--- src/spf_pkg.sv ---
// package: register map, command codes and timing for self-program flash control
package spf_pkg;
  // apb register byte offsets
  localparam logic [7:0] SPF_OFS_CTRL   = 8'h00;
  localparam logic [7:0] SPF_OFS_DATA   = 8'h04;
  localparam logic [7:0] SPF_OFS_ADDR   = 8'h08;
  localparam logic [7:0] SPF_OFS_STATUS = 8'h0C;
  localparam logic [7:0] SPF_OFS_NVM    = 8'h10;

  // control register fields
  localparam int SPF_B_EN    = 0;
  localparam int SPF_B_ERS   = 1;
  localparam int SPF_B_WRT   = 2;
  localparam int SPF_B_FLRD  = 3;
  localparam int SPF_B_CLR   = 4;
  localparam int SPF_B_SIGNATURE_READ_CMD = 5;
  localparam logic [7:0] SPF_CTRL_RESET = 8'h00;

  // permitted command patterns, low six bits
  localparam logic [5:0] SPF_CMD_SIG   = 6'h21;
  localparam logic [5:0] SPF_CMD_CLR   = 6'h11;
  localparam logic [5:0] SPF_CMD_FLRD  = 6'h09;
  localparam logic [5:0] SPF_CMD_WRT   = 6'h05;
  localparam logic [5:0] SPF_CMD_ERS   = 6'h03;
  localparam logic [5:0] SPF_CMD_LOAD  = 6'h01;

  // command windows in clock cycles
  localparam logic [2:0] SPF_STORE_WIN = 3'h4;
  localparam logic [2:0] SPF_LOAD_WIN  = 3'h3;

  // fuse/lock read pointer addresses
  localparam logic [15:0] SPF_Z_FUSE_LO = 16'h0000;
  localparam logic [15:0] SPF_Z_LOCK    = 16'h0001;
  localparam logic [15:0] SPF_Z_EFUSE   = 16'h0002;
  localparam logic [15:0] SPF_Z_FUSE_HI = 16'h0003;

  // signature row pointer addresses
  localparam logic [15:0] SPF_Z_SIG0  = 16'h0000;
  localparam logic [15:0] SPF_Z_CAL   = 16'h0001;
  localparam logic [15:0] SPF_Z_SIG1  = 16'h0002;
  localparam logic [15:0] SPF_Z_SIG2  = 16'h0004;
  localparam logic [15:0] SPF_Z_TSOFS = 16'h0005;
  localparam logic [15:0] SPF_Z_TSGN  = 16'h0007;

  // programming time, microseconds, and clock rate
  localparam int SPF_CLK_MHZ     = 50;
  localparam int SPF_PROG_MIN_US = 3700;
  localparam int SPF_PROG_MAX_US = 4500;
  localparam int SPF_PROG_CYCLES = SPF_PROG_MIN_US * SPF_CLK_MHZ;

  // fixed field masks
  localparam logic [7:0] SPF_LOCK_MASK  = 8'h03;
  localparam logic [7:0] SPF_EFUSE_MASK = 8'h01;

  typedef enum logic [1:0] {
    SPF_IDLE  = 2'b00,
    SPF_ERASE = 2'b01,
    SPF_WRITE = 2'b10
  } spf_op_e;
endpackage

--- src/spf_page_buf.sv ---
// temporary page buffer with load-once tracking
`timescale 1ns/1ps
module spf_page_buf
  import spf_pkg::*;
#(
  parameter int WORDS = 32,
  parameter int AW    = 5
) (
  // clock and reset
  input  wire logic          pclk,
  input  wire logic          presetn,
  // control
  input  wire logic          clear,
  input  wire logic          load,
  input  wire logic [AW-1:0] load_idx,
  input  wire logic [15:0]   load_data,
  // readback for page programming
  input  wire logic [AW-1:0] rd_idx,
  output logic      [15:0]   rd_data,
  output logic               rd_valid
);
  logic [15:0]      mem [WORDS];
  logic [WORDS-1:0] filled;

  genvar g;
  generate
    for (g = 0; g < WORDS; g++) begin : g_word
      always_ff @(posedge pclk or negedge presetn) begin
        if (!presetn) begin
          mem[g] <= 16'h0000;
        end else if (clear) begin
          mem[g] <= 16'hFFFF;
        end else if (load && load_idx == AW'(g) && !filled[g]) begin
          mem[g] <= load_data;
        end
      end
    end
  endgenerate

  // second load to a word is dropped until the next clear
  always_ff @(posedge pclk or negedge presetn) begin
    if (!presetn) begin
      filled <= '0;
    end else if (clear) begin
      filled <= '0;
    end else if (load) begin
      filled[load_idx] <= 1'b1;
    end
  end

  assign rd_data  = filled[rd_idx] ? mem[rd_idx] : 16'hFFFF;
  assign rd_valid = filled[rd_idx];
endmodule

--- src/spf_op_timer.sv ---
// programming-time counter for erase and write
`timescale 1ns/1ps
module spf_op_timer #(
  parameter int CYCLES = 185000
) (
  // clock and reset
  input  wire logic pclk,
  input  wire logic presetn,
  // control
  input  wire logic start,
  output logic      busy,
  output logic      done
);
  logic [31:0] cnt;

  always_ff @(posedge pclk or negedge presetn) begin
    if (!presetn) begin
      cnt  <= 32'h0;
      busy <= 1'b0;
      done <= 1'b0;
    end else begin
      done <= 1'b0;
      if (start && !busy) begin
        cnt  <= 32'(CYCLES - 1);
        busy <= 1'b1;
      end else if (busy) begin
        if (cnt == 32'h0) begin
          busy <= 1'b0;
          done <= 1'b1;
        end else begin
          cnt <= cnt - 32'h1;
        end
      end
    end
  end
endmodule

--- src/spf_ctrl.sv ---
// self-program flash control: apb registers, command windows, erase/write sequencing
// Summary of operation
// - pointer high bits page, low bits word
// - load reads bytes, pointer bit0 picks byte
// - enable arms store four cycles, self-clears
// - plain enable: store loads buffer word
// - erase command erases pointer page, halts CPU
// - write command programs buffer into page
// - enable stays high while erase/write busy
// - clear command empties the page buffer
// - only six command patterns act
// - signature read via load within three cycles
// - signature bits clear after read/timeout
// - fuse/lock read selects byte by pointer
// - fuse/lock bits clear after read/timeouts
// - programmed reads zero; lock/efuse masks
// - eeprom write blocks commands and fuse/lock reads
// - signature row address map
// - bits 6 and 7 read zero
// - buffer erased after write and reset
// - erase/write take 3.7 to 4.5 ms
//
// Local design decisions: the register offsets and register access over APB.
`timescale 1ns/1ps
module spf_ctrl
  import spf_pkg::*;
#(
  parameter int PAGE_WORDS  = 32,
  parameter int WORD_BITS   = 5,
  parameter int PAGE_BITS   = 8,
  parameter int PROG_CYCLES = SPF_PROG_CYCLES,
  parameter logic [7:0] SIG0  = 8'h1E, // arbitrary identification value
  parameter logic [7:0] SIG1  = 8'h55, // arbitrary identification value
  parameter logic [7:0] SIG2  = 8'hAA  // arbitrary identification value
) (
  // apb slave
  input  wire logic        pclk,
  input  wire logic        presetn,
  input  wire logic        psel,
  input  wire logic        penable,
  input  wire logic        pwrite,
  input  wire logic [7:0]  paddr,
  input  wire logic [31:0] pwdata,
  output logic      [31:0] prdata,
  output logic             pready,
  output logic             pslverr,
  // cpu instruction strobes, same clock
  input  wire logic        store_instr,
  input  wire logic        load_program_instr,
  input  wire logic [15:0] pointer,
  input  wire logic [15:0] operand_register_pair,
  input  wire logic        eeprom_write_busy,
  // non-volatile values
  input  wire logic [7:0]  fuse_low_byte,
  input  wire logic [7:0]  fuse_high_byte,
  input  wire logic [7:0]  extended_fuse_byte,
  input  wire logic [1:0]  lock_bits,
  input  wire logic [7:0]  osc_cal_byte,
  input  wire logic [7:0]  temp_sensor_offset_byte,
  input  wire logic [7:0]  temp_sensor_gain_byte,
  // results
  output logic             load_valid,
  output logic      [7:0]  load_data,
  output logic             flash_read_req,
  output logic             cpu_halt,
  output logic             flash_erase,
  output logic             flash_write,
  output logic [PAGE_BITS-1:0] page_select_field
);
  logic [7:0]  ctrl;
  logic [2:0]  win;
  spf_op_e     op;
  logic        t_busy;
  logic        t_done;
  logic        t_start;
  logic        buf_clear;
  logic        buf_load;
  logic [15:0] buf_rd;
  logic        buf_rdv;
  logic        wr_en;
  logic        reg_wr;
  logic [5:0]  cmd;

  function automatic logic cmd_ok(input logic [5:0] c);
    return c == SPF_CMD_SIG || c == SPF_CMD_CLR || c == SPF_CMD_FLRD
        || c == SPF_CMD_WRT || c == SPF_CMD_ERS || c == SPF_CMD_LOAD;
  endfunction

  function automatic logic [WORD_BITS-1:0] word_of(input logic [15:0] z);
    return z[WORD_BITS:1];
  endfunction

  ////////////////////////////////////////////////////////////////////////
  assign wr_en  = psel && penable && pwrite;
  assign reg_wr = wr_en && paddr == SPF_OFS_CTRL;
  assign cmd    = pwdata[5:0];

  wire logic armed     = ctrl[SPF_B_EN] && op == SPF_IDLE;
  wire logic is_sig    = armed && ctrl[SPF_B_SIGNATURE_READ_CMD];
  wire logic is_flrd   = armed && ctrl[SPF_B_FLRD];
  wire logic store_hit = armed && store_instr && win != 3'h0;
  wire logic load_sp   = (is_sig || is_flrd) && load_program_instr && win != 3'h0
                         && win > SPF_STORE_WIN - SPF_LOAD_WIN;

  // command register and windows
  always_ff @(posedge pclk or negedge presetn) begin
    if (!presetn) begin
      ctrl <= SPF_CTRL_RESET;
      win  <= 3'h0;
    end else if (reg_wr && op == SPF_IDLE && cmd_ok(cmd) && !eeprom_write_busy) begin
      ctrl <= {2'b00, cmd};
      win  <= SPF_STORE_WIN;
    end else if (op != SPF_IDLE) begin
      if (t_done) begin
        ctrl <= SPF_CTRL_RESET;
      end
      // enable held as busy flag meanwhile
    end else if (store_hit && !ctrl[SPF_B_ERS] && !ctrl[SPF_B_WRT]) begin
      ctrl <= SPF_CTRL_RESET;
      win  <= 3'h0;
    end else if (load_sp) begin
      ctrl <= SPF_CTRL_RESET;
      win  <= 3'h0;
    end else if (ctrl[SPF_B_EN] && !t_start) begin
      // an erase/write store refused while eeprom is busy must still let the window run out
      if (win == 3'h1) begin
        ctrl <= SPF_CTRL_RESET;
      end
      win <= (win == 3'h0) ? 3'h0 : win - 3'h1;
    end
  end

  // read windows close after three cycles
  wire logic ld_win_dead = ctrl[SPF_B_SIGNATURE_READ_CMD] && win <= SPF_STORE_WIN - SPF_LOAD_WIN;

  ////////////////////////////////////////////////////////////////////////
  // erase/write sequencing
  assign t_start = store_hit && (ctrl[SPF_B_ERS] || ctrl[SPF_B_WRT]) && !eeprom_write_busy;

  always_ff @(posedge pclk or negedge presetn) begin
    if (!presetn) begin
      op                <= SPF_IDLE;
      cpu_halt          <= 1'b0;
      flash_erase       <= 1'b0;
      flash_write       <= 1'b0;
      page_select_field <= '0;
    end else begin
      unique case (op)
        SPF_IDLE: begin
          if (t_start) begin
            op                <= ctrl[SPF_B_ERS] ? SPF_ERASE : SPF_WRITE;
            cpu_halt          <= 1'b1;
            flash_erase       <= ctrl[SPF_B_ERS];
            flash_write       <= ctrl[SPF_B_WRT];
            page_select_field <= pointer[WORD_BITS+PAGE_BITS:WORD_BITS+1];
          end
        end
        SPF_ERASE, SPF_WRITE: begin
          if (t_done) begin
            op          <= SPF_IDLE;
            cpu_halt    <= 1'b0;
            flash_erase <= 1'b0;
            flash_write <= 1'b0;
          end
        end
        default: op <= SPF_IDLE;
      endcase
    end
  end

  spf_op_timer #(.CYCLES(PROG_CYCLES)) u_timer (
    .pclk    (pclk),
    .presetn (presetn),
    .start   (t_start),
    .busy    (t_busy),
    .done    (t_done)
  );

  ////////////////////////////////////////////////////////////////////////
  // page buffer
  assign buf_load  = store_hit && ctrl[5:0] == SPF_CMD_LOAD && !eeprom_write_busy;
  assign buf_clear = (store_hit && ctrl[5:0] == SPF_CMD_CLR && !eeprom_write_busy)
                     || (op == SPF_WRITE && t_done);

  spf_page_buf #(.WORDS(PAGE_WORDS), .AW(WORD_BITS)) u_buf (
    .pclk      (pclk),
    .presetn   (presetn),
    .clear     (buf_clear),
    .load      (buf_load),
    .load_idx  (word_of(pointer)),
    .load_data (operand_register_pair),
    .rd_idx    (word_of(pointer)),
    .rd_data   (buf_rd),
    .rd_valid  (buf_rdv)
  );

  ////////////////////////////////////////////////////////////////////////
  // special loads: signature row and fuse/lock bytes
  function automatic logic [7:0] sig_byte(input logic [15:0] z);
    unique case (z)
      SPF_Z_SIG0:  return SIG0;
      SPF_Z_SIG1:  return SIG1;
      SPF_Z_SIG2:  return SIG2;
      SPF_Z_CAL:   return osc_cal_byte;
      SPF_Z_TSOFS: return temp_sensor_offset_byte;
      SPF_Z_TSGN:  return temp_sensor_gain_byte;
      default:     return 8'hFF;
    endcase
  endfunction

  function automatic logic [7:0] fuse_byte(input logic [15:0] z);
    unique case (z)
      SPF_Z_LOCK:    return {6'h3F, lock_bits} | ~SPF_LOCK_MASK;
      SPF_Z_FUSE_LO: return fuse_low_byte;
      SPF_Z_FUSE_HI: return fuse_high_byte;
      SPF_Z_EFUSE:   return extended_fuse_byte | ~SPF_EFUSE_MASK;
      default:       return 8'hFF;
    endcase
  endfunction

  always_ff @(posedge pclk or negedge presetn) begin
    if (!presetn) begin
      load_valid     <= 1'b0;
      load_data      <= 8'h00;
      flash_read_req <= 1'b0;
    end else begin
      load_valid     <= 1'b0;
      flash_read_req <= 1'b0;
      if (load_sp && is_sig) begin
        load_valid <= 1'b1;
        load_data  <= sig_byte(pointer);
      end else if (load_sp && is_flrd && !eeprom_write_busy) begin
        load_valid <= 1'b1;
        load_data  <= fuse_byte(pointer);
      end else if (load_program_instr && !load_sp) begin
        // ordinary byte read handed to the array, bit0 picks the byte
        flash_read_req <= 1'b1;
      end
    end
  end

  ////////////////////////////////////////////////////////////////////////
  // apb read side; zero wait states
  always_ff @(posedge pclk or negedge presetn) begin
    if (!presetn) begin
      prdata  <= 32'h0;
      pready  <= 1'b0;
      pslverr <= 1'b0;
    end else begin
      pready  <= psel && !penable;
      pslverr <= 1'b0;
      if (psel && !penable) begin
        unique case (paddr)
          SPF_OFS_CTRL:   prdata <= {24'h0, 2'b00, ctrl[5:0]};
          SPF_OFS_DATA:   prdata <= {16'h0, buf_rd};
          SPF_OFS_ADDR:   prdata <= {16'h0, pointer};
          SPF_OFS_STATUS: prdata <= {28'h0, buf_rdv, t_busy, cpu_halt, ld_win_dead};
          SPF_OFS_NVM:    prdata <= {24'h0, load_data};
          default: begin
            prdata  <= 32'h0;
            pslverr <= 1'b1;
          end
        endcase
      end
    end
  end
endmodule

--- config.mk ---
export PLATFORM = sky130hd
export DESIGN_NAME = spf_ctrl
export DESIGN_NICKNAME = d
export VERILOG_FILES = /design/src/spf_pkg.sv /design/src/spf_page_buf.sv /design/src/spf_op_timer.sv /design/src/spf_ctrl.sv
export SDC_FILE = /design/constraint.sdc
export NUM_CORES = 1
export LEC_CHECK = 0
export ABC_CLOCK_PERIOD_IN_PS = 6800
export BUFFER_PORTS_ARGS = -buffer_cell sky130_fd_sc_hd__buf_2
export CAP_MARGIN = 10
export CORE_ASPECT_RATIO = 0.7
export CORE_UTILIZATION = 50
export CTS_CLUSTER_SIZE = 20
export DETAILED_ROUTE_END_ITERATION = 8
export GPL_ROUTABILITY_DRIVEN = 0
export HOLD_SLACK_MARGIN = 0.05
export PLACE_DENSITY = 0.69
export SETUP_SLACK_MARGIN = 0.02
export SLEW_MARGIN = 25
export SYNTH_ARGS = -nofsm -noshare
export SYNTH_HDL_FRONTEND = slang
export SYNTH_SLANG_ARGS = --single-unit
--- constraint.sdc ---
create_clock -name pclk -period 6.8 [get_ports pclk]
set_clock_uncertainty 0.05 [all_clocks]
set_input_delay 1.36 -clock pclk [delete_from_list [all_inputs] [get_ports pclk]]
set_output_delay 1.36 -clock pclk [all_outputs]
set_load 0.03 [all_outputs]
==> summary.md, run 1 <==
| Metric | Value |
|---|---|
| F_max | `roughly 0.24 GHz` |
| Sw Share | `between 20% and 30%` |
| Worst-path maximum fanout | `between 70 and 80` |
| Non-filler cells, final | `between 4000 and 5000` |
| Die ar. | `62800 sq um` |
| Initial Util | `51.1%` |
| TritonCTS clock tree | `built` |
| Startpoint types | `primary input` |
| Slew Viols, Final | `0` |
| Largest net degree at the start of global routing | `between 200 and 250` |
| Final hold vios | `0` |
| Yosys top cell area share | `between 50% and 60%` |
| TNS Setup | `0 ns` |
| VDD IR max | `approximately 0.18 mV` |
| Initial DRC Count | `approximately 3700` |
| Most common cell in the netlist | `nand2_1` |
| Rows | `75` |
| Die Height | `about 210 microns` |
| WL final | `slightly below 100 mm` |
| Syn. warnings | `0` |
| Worst Hold Class | `flop to flop` |
| WP data arrival | `between 4 and 5 ns` |
| Final setup fails | `0` |
| Grt ovf | `0` |
| Final period util | `about three fifths` |
| Worst slew pin tran | `between 1 and 1.5 ns` |
| FFs w/ async S/R, synth | `100%` |
| H-tree lvl count | `2` |
| Fraction of layout instances using a drive strength above 1 | `approximately 15%` |
| Met3 wire len | `about 13 mm` |
| Top Family by Delay on Critical Path | `compound AO/OA/AOI/OAI gates` |
| Post-synth EDFFs | `0` |
| Worst rel slew slack | `29.0%` |
| Mapped Cells | `3287` |
| Number of hold buffers added after cts | `0` |
| Resized Gates After CTS | `0` |
| Post-CTS setup buffers | `0` |
| Yosys reg bits | `about 630` |
| Routed WL per cell | `between 20 and 25 microns` |
| Worst skew pair latency | `0.65 ns` |
| R2R setup slack | `around 3.0 ns` |
| Net switching power | `0.00185 W` |
| Yosys cell types | `60` |
| Area of the core | `a little over 60000 sq um` |
| Leading area contributor after synthesis | `dfrtp_1` |
| Comb pwr share | `4.9%` |
| CP max-delay cell | `buf_8` |
| DR pass1 iterations | `6` |
| Clk sinks | `~630` |
| Crit path kind | `primary input to flop` |
| Most used DFF post-synth | `dfrtp_1` |
| Total CTS buffers | `60` |
| Register area share after synthesis | `50.9%` |
| Via count | `roughly 26000` |
| Vias in the first global route | `~26000` |
| CTS clk-pin slew, worst paths | `~0.060 ns` |
| P&R area growth vs syn | `10.4%` |
| Final HPWL DP | `~62 mm` |
| Drt drc | `0` |
| Top Metal Used | `met5` |
| Top cells by area, synth | `dfrtp_1 51%, nand2_1 14%, mux4_2 9.9%` |
| Met1 WL | `~39 mm` |
| Critical Path RT | `~7.3 ns` |
| Average cell area after synthesis | `9.40 sq um` |
| Routed length on met2 | `42.8 mm` |
| Commonest cells post-synth | `1117 x nand2_1, 628 x dfrtp_1, 527 x nand3_1, 198 x clkbuf_1, 136 x mux4_2` |
| Post-route ant nets | `0` |
| Lkg Pwr | `16.9 nW` |
| Vias/cell | `6.34` |
| Sequential power share | `approximately 47%` |
| CP Buf/Inv Count | `2` |
| Crit-path max cell delay | `around 0.60 ns` |
| DIE WIDTH | `around 300 microns` |
| Outcome | `completed` |
| Final #Nets | `around 3400` |
| Max clock buf depth | `3` |
| Placed cell count | `about 4000` |
| Clock share of power | `47.9%` |
| CP Capture Type | `flop` |
| First-pass GRT wire length | `between 150 and 200 mm` |
| Mapped cell area | `30900 sq um` |
| RSZ-0062 raised after global routing | `false` |
| Initial antenna violation count | `3` |
| Root Buffer | `clkbuf_16` |
| Max-cap violations | `0` |
| Total GRT Usage | `around 31%` |
| P per Cell Area | `232 nW/um^2` |
| PortBufs | `135` |
| Cells along the critical path | `buf_8 -> buf_12 -> mux4_2 -> a22oi_1 -> a21boi_0 -> or3_1 -> a21o_1` |
| Int Pwr | `approximately 0.0061 W` |
| Number of top-level pins | `approximately 190` |
| Final min period | `4.13 ns` |
==> per-stage QoR <==
step	setup WS, ns	hold slack (ns)	power [W]	util, %	cell area, sq um
after floorplan	3.27	0.388	0.00400	-	31000
after detailed placement	2.24	0.407	0.00419	52.6	31800
final	2.67	0.424	0.00792	56.4	34100
after CTS	2.87	0.423	0.00795	56.3	34100
after global placement	2.24	0.403	0.00418	52.6	31800
after global routing	2.61	0.442	0.00813	56.4	34100
==> layout by cell type (no fill, tap or decap), types with 10 or more instances in the layout <==
cell type,netlist,routed
nand2_1,1117,1117
dfrtp_1,628,628
nand3_1,527,527
mux4_2,136,136
buf_2,70,132
nor2_1,81,78
clkbuf_16,0,61
a22oi_1,60,59
or3_1,48,48
buf_4,24,43
a21oi_1,33,33
o21a_1,32,32
nor3_2,32,28
a22o_1,27,27
mux2i_1,26,26
o21ai_0,17,17
a21o_1,17,17
conb_1,1,16
o22ai_1,15,15
nor3_1,14,14
bufinv_16,0,13
inv_1,12,12
nor2b_1,13,12
nand2b_1,12,12
a21boi_0,12,12
nor4_1,10,10
==> power groups by stage <==
stage | sequential, W | clock [W] | combinational [W]
finish | 0.00374 | 0.00380 | 0.000389
detailed placement | 0.00381 | 0 | 0.000382
global route | 0.00373 | 0.00398 | 0.000416
CTS | 0.00374 | 0.00383 | 0.000383
global placement | 0.00381 | 0 | 0.000375
floorplan | 0.00381 | 0 | 0.000186
==> path summary, 6_finish.rpt <==
| kind | startpoint | end | cells past startpoint |
|---|---|---|---|
| min | page_select_field[4] | page_select_field[4] | 2 |
| min in group asynchronous | presetn | u_buf.mem[378] | 1 |
| max reg2reg | win[0] | u_buf.mem[300] | 9 |
| min reg2reg | page_select_field[4] | page_select_field[4] | 2 |
| max in group asynchronous | presetn | u_buf.mem[497] | 3 |
| max | pointer[1] | prdata[9] | 7 |
==> per-layer routing <==
layer | vias up | track usage [%]
li1 | 11100 | -
met1 | 13200 | 44.7
met2 | 1555 | 45.4
met3 | 186 | 10.3
met4 | 4 | 9.18
met5 | - | 0
==> kinds of logic (layout without fill, tap and decap cells) <==
kind of cell	count (synthesis)	after routing	share of synthesized area, %
other	1	17	0.0121
xor gates and xnor gates	12	12	0.340
and+or+nand+nor	1900	1900	27.3
buffers and inverters	321	313	4.55
adders and majority gates	5	5	0.202
DFF	628	628	50.9
AOI/OAI and AO/OA	250	250	5.74
muxes	170	170	11.0
==> registers in the layout (all words and copies together) (netlist names) <==
register and flops:
u_timer.cnt 32, u_timer.busy 1, load_valid 1, flash_erase 1
u_buf.filled 32, pslverr 1, prdata 16, win 3
cpu_halt 1, flash_write 1, page_select_field 8, u_buf.mem 512
ctrl 6, u_timer.done 1, pready 1, flash_read_req 1
op 2, load_data 8
==> worst min-delay path, stage by stage, from the launching register on <==
cell     delay (ns)
dfrtp_1        0.34
nand2_1        0.05
nand2_1        0.05
==> layout make-up <==
class	count	area (sq um)
Inverter	12	45.0
Multi-Input combinational cell	2353	13900
Clock buffer	79	1680
Timing Repair Buffer	187	1220
Tap cell	808	1010
Antenna cell	1	2.50
Fill cell	5155	26400
Clock inverter	35	544
Sequential cell	628	15700
(Power assumes the default switching activity.)
==> inputs of run 2 (changes only) <==
- ABC_CLOCK_PERIOD_IN_PS: 6800 -> 4250
- clock period: 6.8 -> 4.25 ns (I/O delays scaled with it)
==> summary.md, run 2 (same netlist as run 1, synthesis figures left out) <==
| Metric | Value |
|---|---|
| Met1 WL | `39.2 mm (about the same)` |
| Top Metal Used | `met5` |
| CTS clk-pin slew, worst paths | `0.07 ns (about the same)` |
| Largest net degree at the start of global routing | `169 (-20%)` |
| CP dominant cell by count | `nand2_1` |
| Final setup fails | `0 (unchanged)` |
| Number of hold buffers added after cts | `0 (unchanged)` |
| WL final | `99.0 mm (+1.7%)` |
| Fraction of layout instances using a drive strength above 1 | `15.5% (+0.72 points)` |
| Total GRT Usage | `31.7% (+0.42 points)` |
| Final hold vios | `0 (unchanged)` |
| Final HPWL DP | `63.0 mm (+2.2%)` |
| Vias/cell | `6.29 (-0.80%)` |
| Final period util | `between 80% and 90%` |
| VDD IR max | `0.451 mV (+150%)` |
| Worst skew pair latency | `0.66 ns (about the same)` |
| Root Buffer | `clkbuf_16` |
| H-tree lvl count | `2 (unchanged)` |
| Crit-path max cell delay | `0.82 ns (+0.22 ns)` |
| Worst rel slew slack | `34.7% (+5.6 points)` |
| Startpoint types | `flop` |
| Fillcell total | `5040 (-2.2%)` |
| P&R area growth vs syn | `11.0%` |
| Max-cap violations | `0 (unchanged)` |
| Initial antenna violation count | `5 (+2)` |
| Lkg Pwr | `17.1 nW (+0.94%)` |
| Max clock buf depth | `3 (unchanged)` |
| Worst slew pin tran | `0.980 ns (-0.0847 ns)` |
| Via count | `26100 (+0.21%)` |
| Number of top-level pins | `185 (unchanged)` |
| RSZ-0062 raised after global routing | `false` |
| Critical Path RT | `4.68 ns (-2.59 ns)` |
| Most frequent cells in the layout | `1117 x nand2_1, 628 x dfrtp_1, 527 x nand3_1` |
| Largest register FFs | `512 (unchanged)` |
| P per Cell Area | `356 nW/um^2 (+53%)` |
| Slew Viols, Final | `0 (unchanged)` |
| Met3 wire len | `13.1 mm (+1.8%)` |
| CP Capture Type | `flop` |
| Final min period | `between 3 and 4 ns` |
| Total CTS buffers | `60 (unchanged)` |
| Rows | `75 (unchanged)` |
| Commonest non-fill, non-tap cell in the layout | `nand2_1` |
| WP data arrival | `4.13 ns (-0.47 ns)` |
| Grt ovf | `0 (unchanged)` |
| Largest Register | `u_buf.mem` |
| Top Family by Delay on Critical Path | `simple AND/OR/NAND/NOR gates` |
| Routed length on met2 | `43.3 mm (+1.3%)` |
| Routed WL per cell | `23.9 microns (+0.63%)` |
| TritonCTS clock tree | `built` |
| Post-route setup slack | `0.553 ns (-2.12 ns)` |
| DIE WIDTH | `299 microns (unchanged)` |
| Worst setup path start | `op[1]` |
| Multi-input logic area | `13900 sq um (-0.27%)` |
| CP max-delay cell | `or3_1` |
| Initial DRC Count | `3452 (-6.2%)` |
| Crit path kind | `flop to flop` |
| Drt drc | `0 (unchanged)` |
| Vias in the first global route | `25500 (-0.32%)` |
| Initial Util | `51.1% (unchanged)` |
| TNS Setup | `0 ns (unchanged)` |
| DR pass1 iterations | `6 (unchanged)` |
| Outcome | `completed` |
| Cells along the critical path | `inv_1 -> ha_1 -> nand4b_1 -> nor4b_4 -> nand2_1 -> or3_1 -> nand2_1 -> nand3_1` |
| Final #Nets | `3422 (+1.3%)` |
| PortBufs | `135 (unchanged)` |
| CP Buf/Inv Count | `1 (-1)` |
| Placed cell count | `4032 (+1.2%)` |
| Die Height | `210 microns (unchanged)` |
| Clk sinks | `628 (unchanged)` |
| Biggest regs | `u_buf.mem x512, u_buf.filled x32, u_timer.cnt x32` |
| F_max | `0.271 GHz` |
| Storage element area | `15700 sq um (unchanged)` |
| Worst Hold Class | `primary input to async pin` |
| First-pass GRT wire length | `152 mm (+0.52%)` |
| Area of the core | `60500 sq um (unchanged)` |
| Die ar. | `62800 sq um (unchanged)` |
| Resized Gates After CTS | `0 (unchanged)` |
| R2R Path Start | `op[1]` |
| Pre-CTS setup slack | `0.448 ns (-1.79 ns)` |
| Post-CTS setup buffers | `0 (unchanged)` |
| Non-filler cells, final | `4145 (+1.0%)` |
| Worst-path maximum fanout | `16 (-79%)` |
| Post-route ant nets | `0 (unchanged)` |
-- run 2: final cells by class --
cell class	count	share of cell area [%]
antenna	2	0.0146
multi-input combinational	2353	40.4
sequential	628	45.8
tap	808	2.95
timing repair buffer	232	4.85
clock buffer	94	5.28
inverter	12	0.131
clock inverter	16	0.565
-- run 2: path summary, 6_finish.rpt --
check,end,slack [ns],cells after the start
max,u_buf.mem[359],0.55,8
min,u_buf.mem[103],0.04,1
max reg2reg,u_buf.mem[359],0.55,8
min reg2reg,page_select_field[6],0.43,2
max in group asynchronous,u_timer.cnt[17],2.89,3
min in group pclk,page_select_field[3],0.39,3
-- run 2: metrics by stage --
stage                     power (W)  hold slack [ns]  instance area [sq um]  util, %
after CTS                    0.0122            0.327                  34300     56.6
after detailed placement    0.00674            0.416                  32300     53.3
final                        0.0122           0.0383                  34300     56.7
after floorplan             0.00640            0.388                  31000        -
after global routing         0.0125           0.0742                  34300     56.7
after global placement      0.00673            0.407                  32300     53.3
-- run 2: where the power goes --
group | leakage [nW] | switching, W | internal [W] | total (W)
clock | 0.988 | 0.00240 | 0.00315 | 0.00556
combinational | 7.41 | 0.000488 | 0.000173 | 0.000661
sequential | 8.66 | 0.00000196 | 0.00598 | 0.00598
total | 17.1 | 0.00289 | 0.00931 | 0.0122
-- run 2: routing by layer --
layer / vias up / global-route usage [%]
li1: 11200 / -
met1: 13100 / 44.7
met2: 1554 / 46.2
met3: 216 / 10.3
met4: 6 / 10.9
met5: - / 0
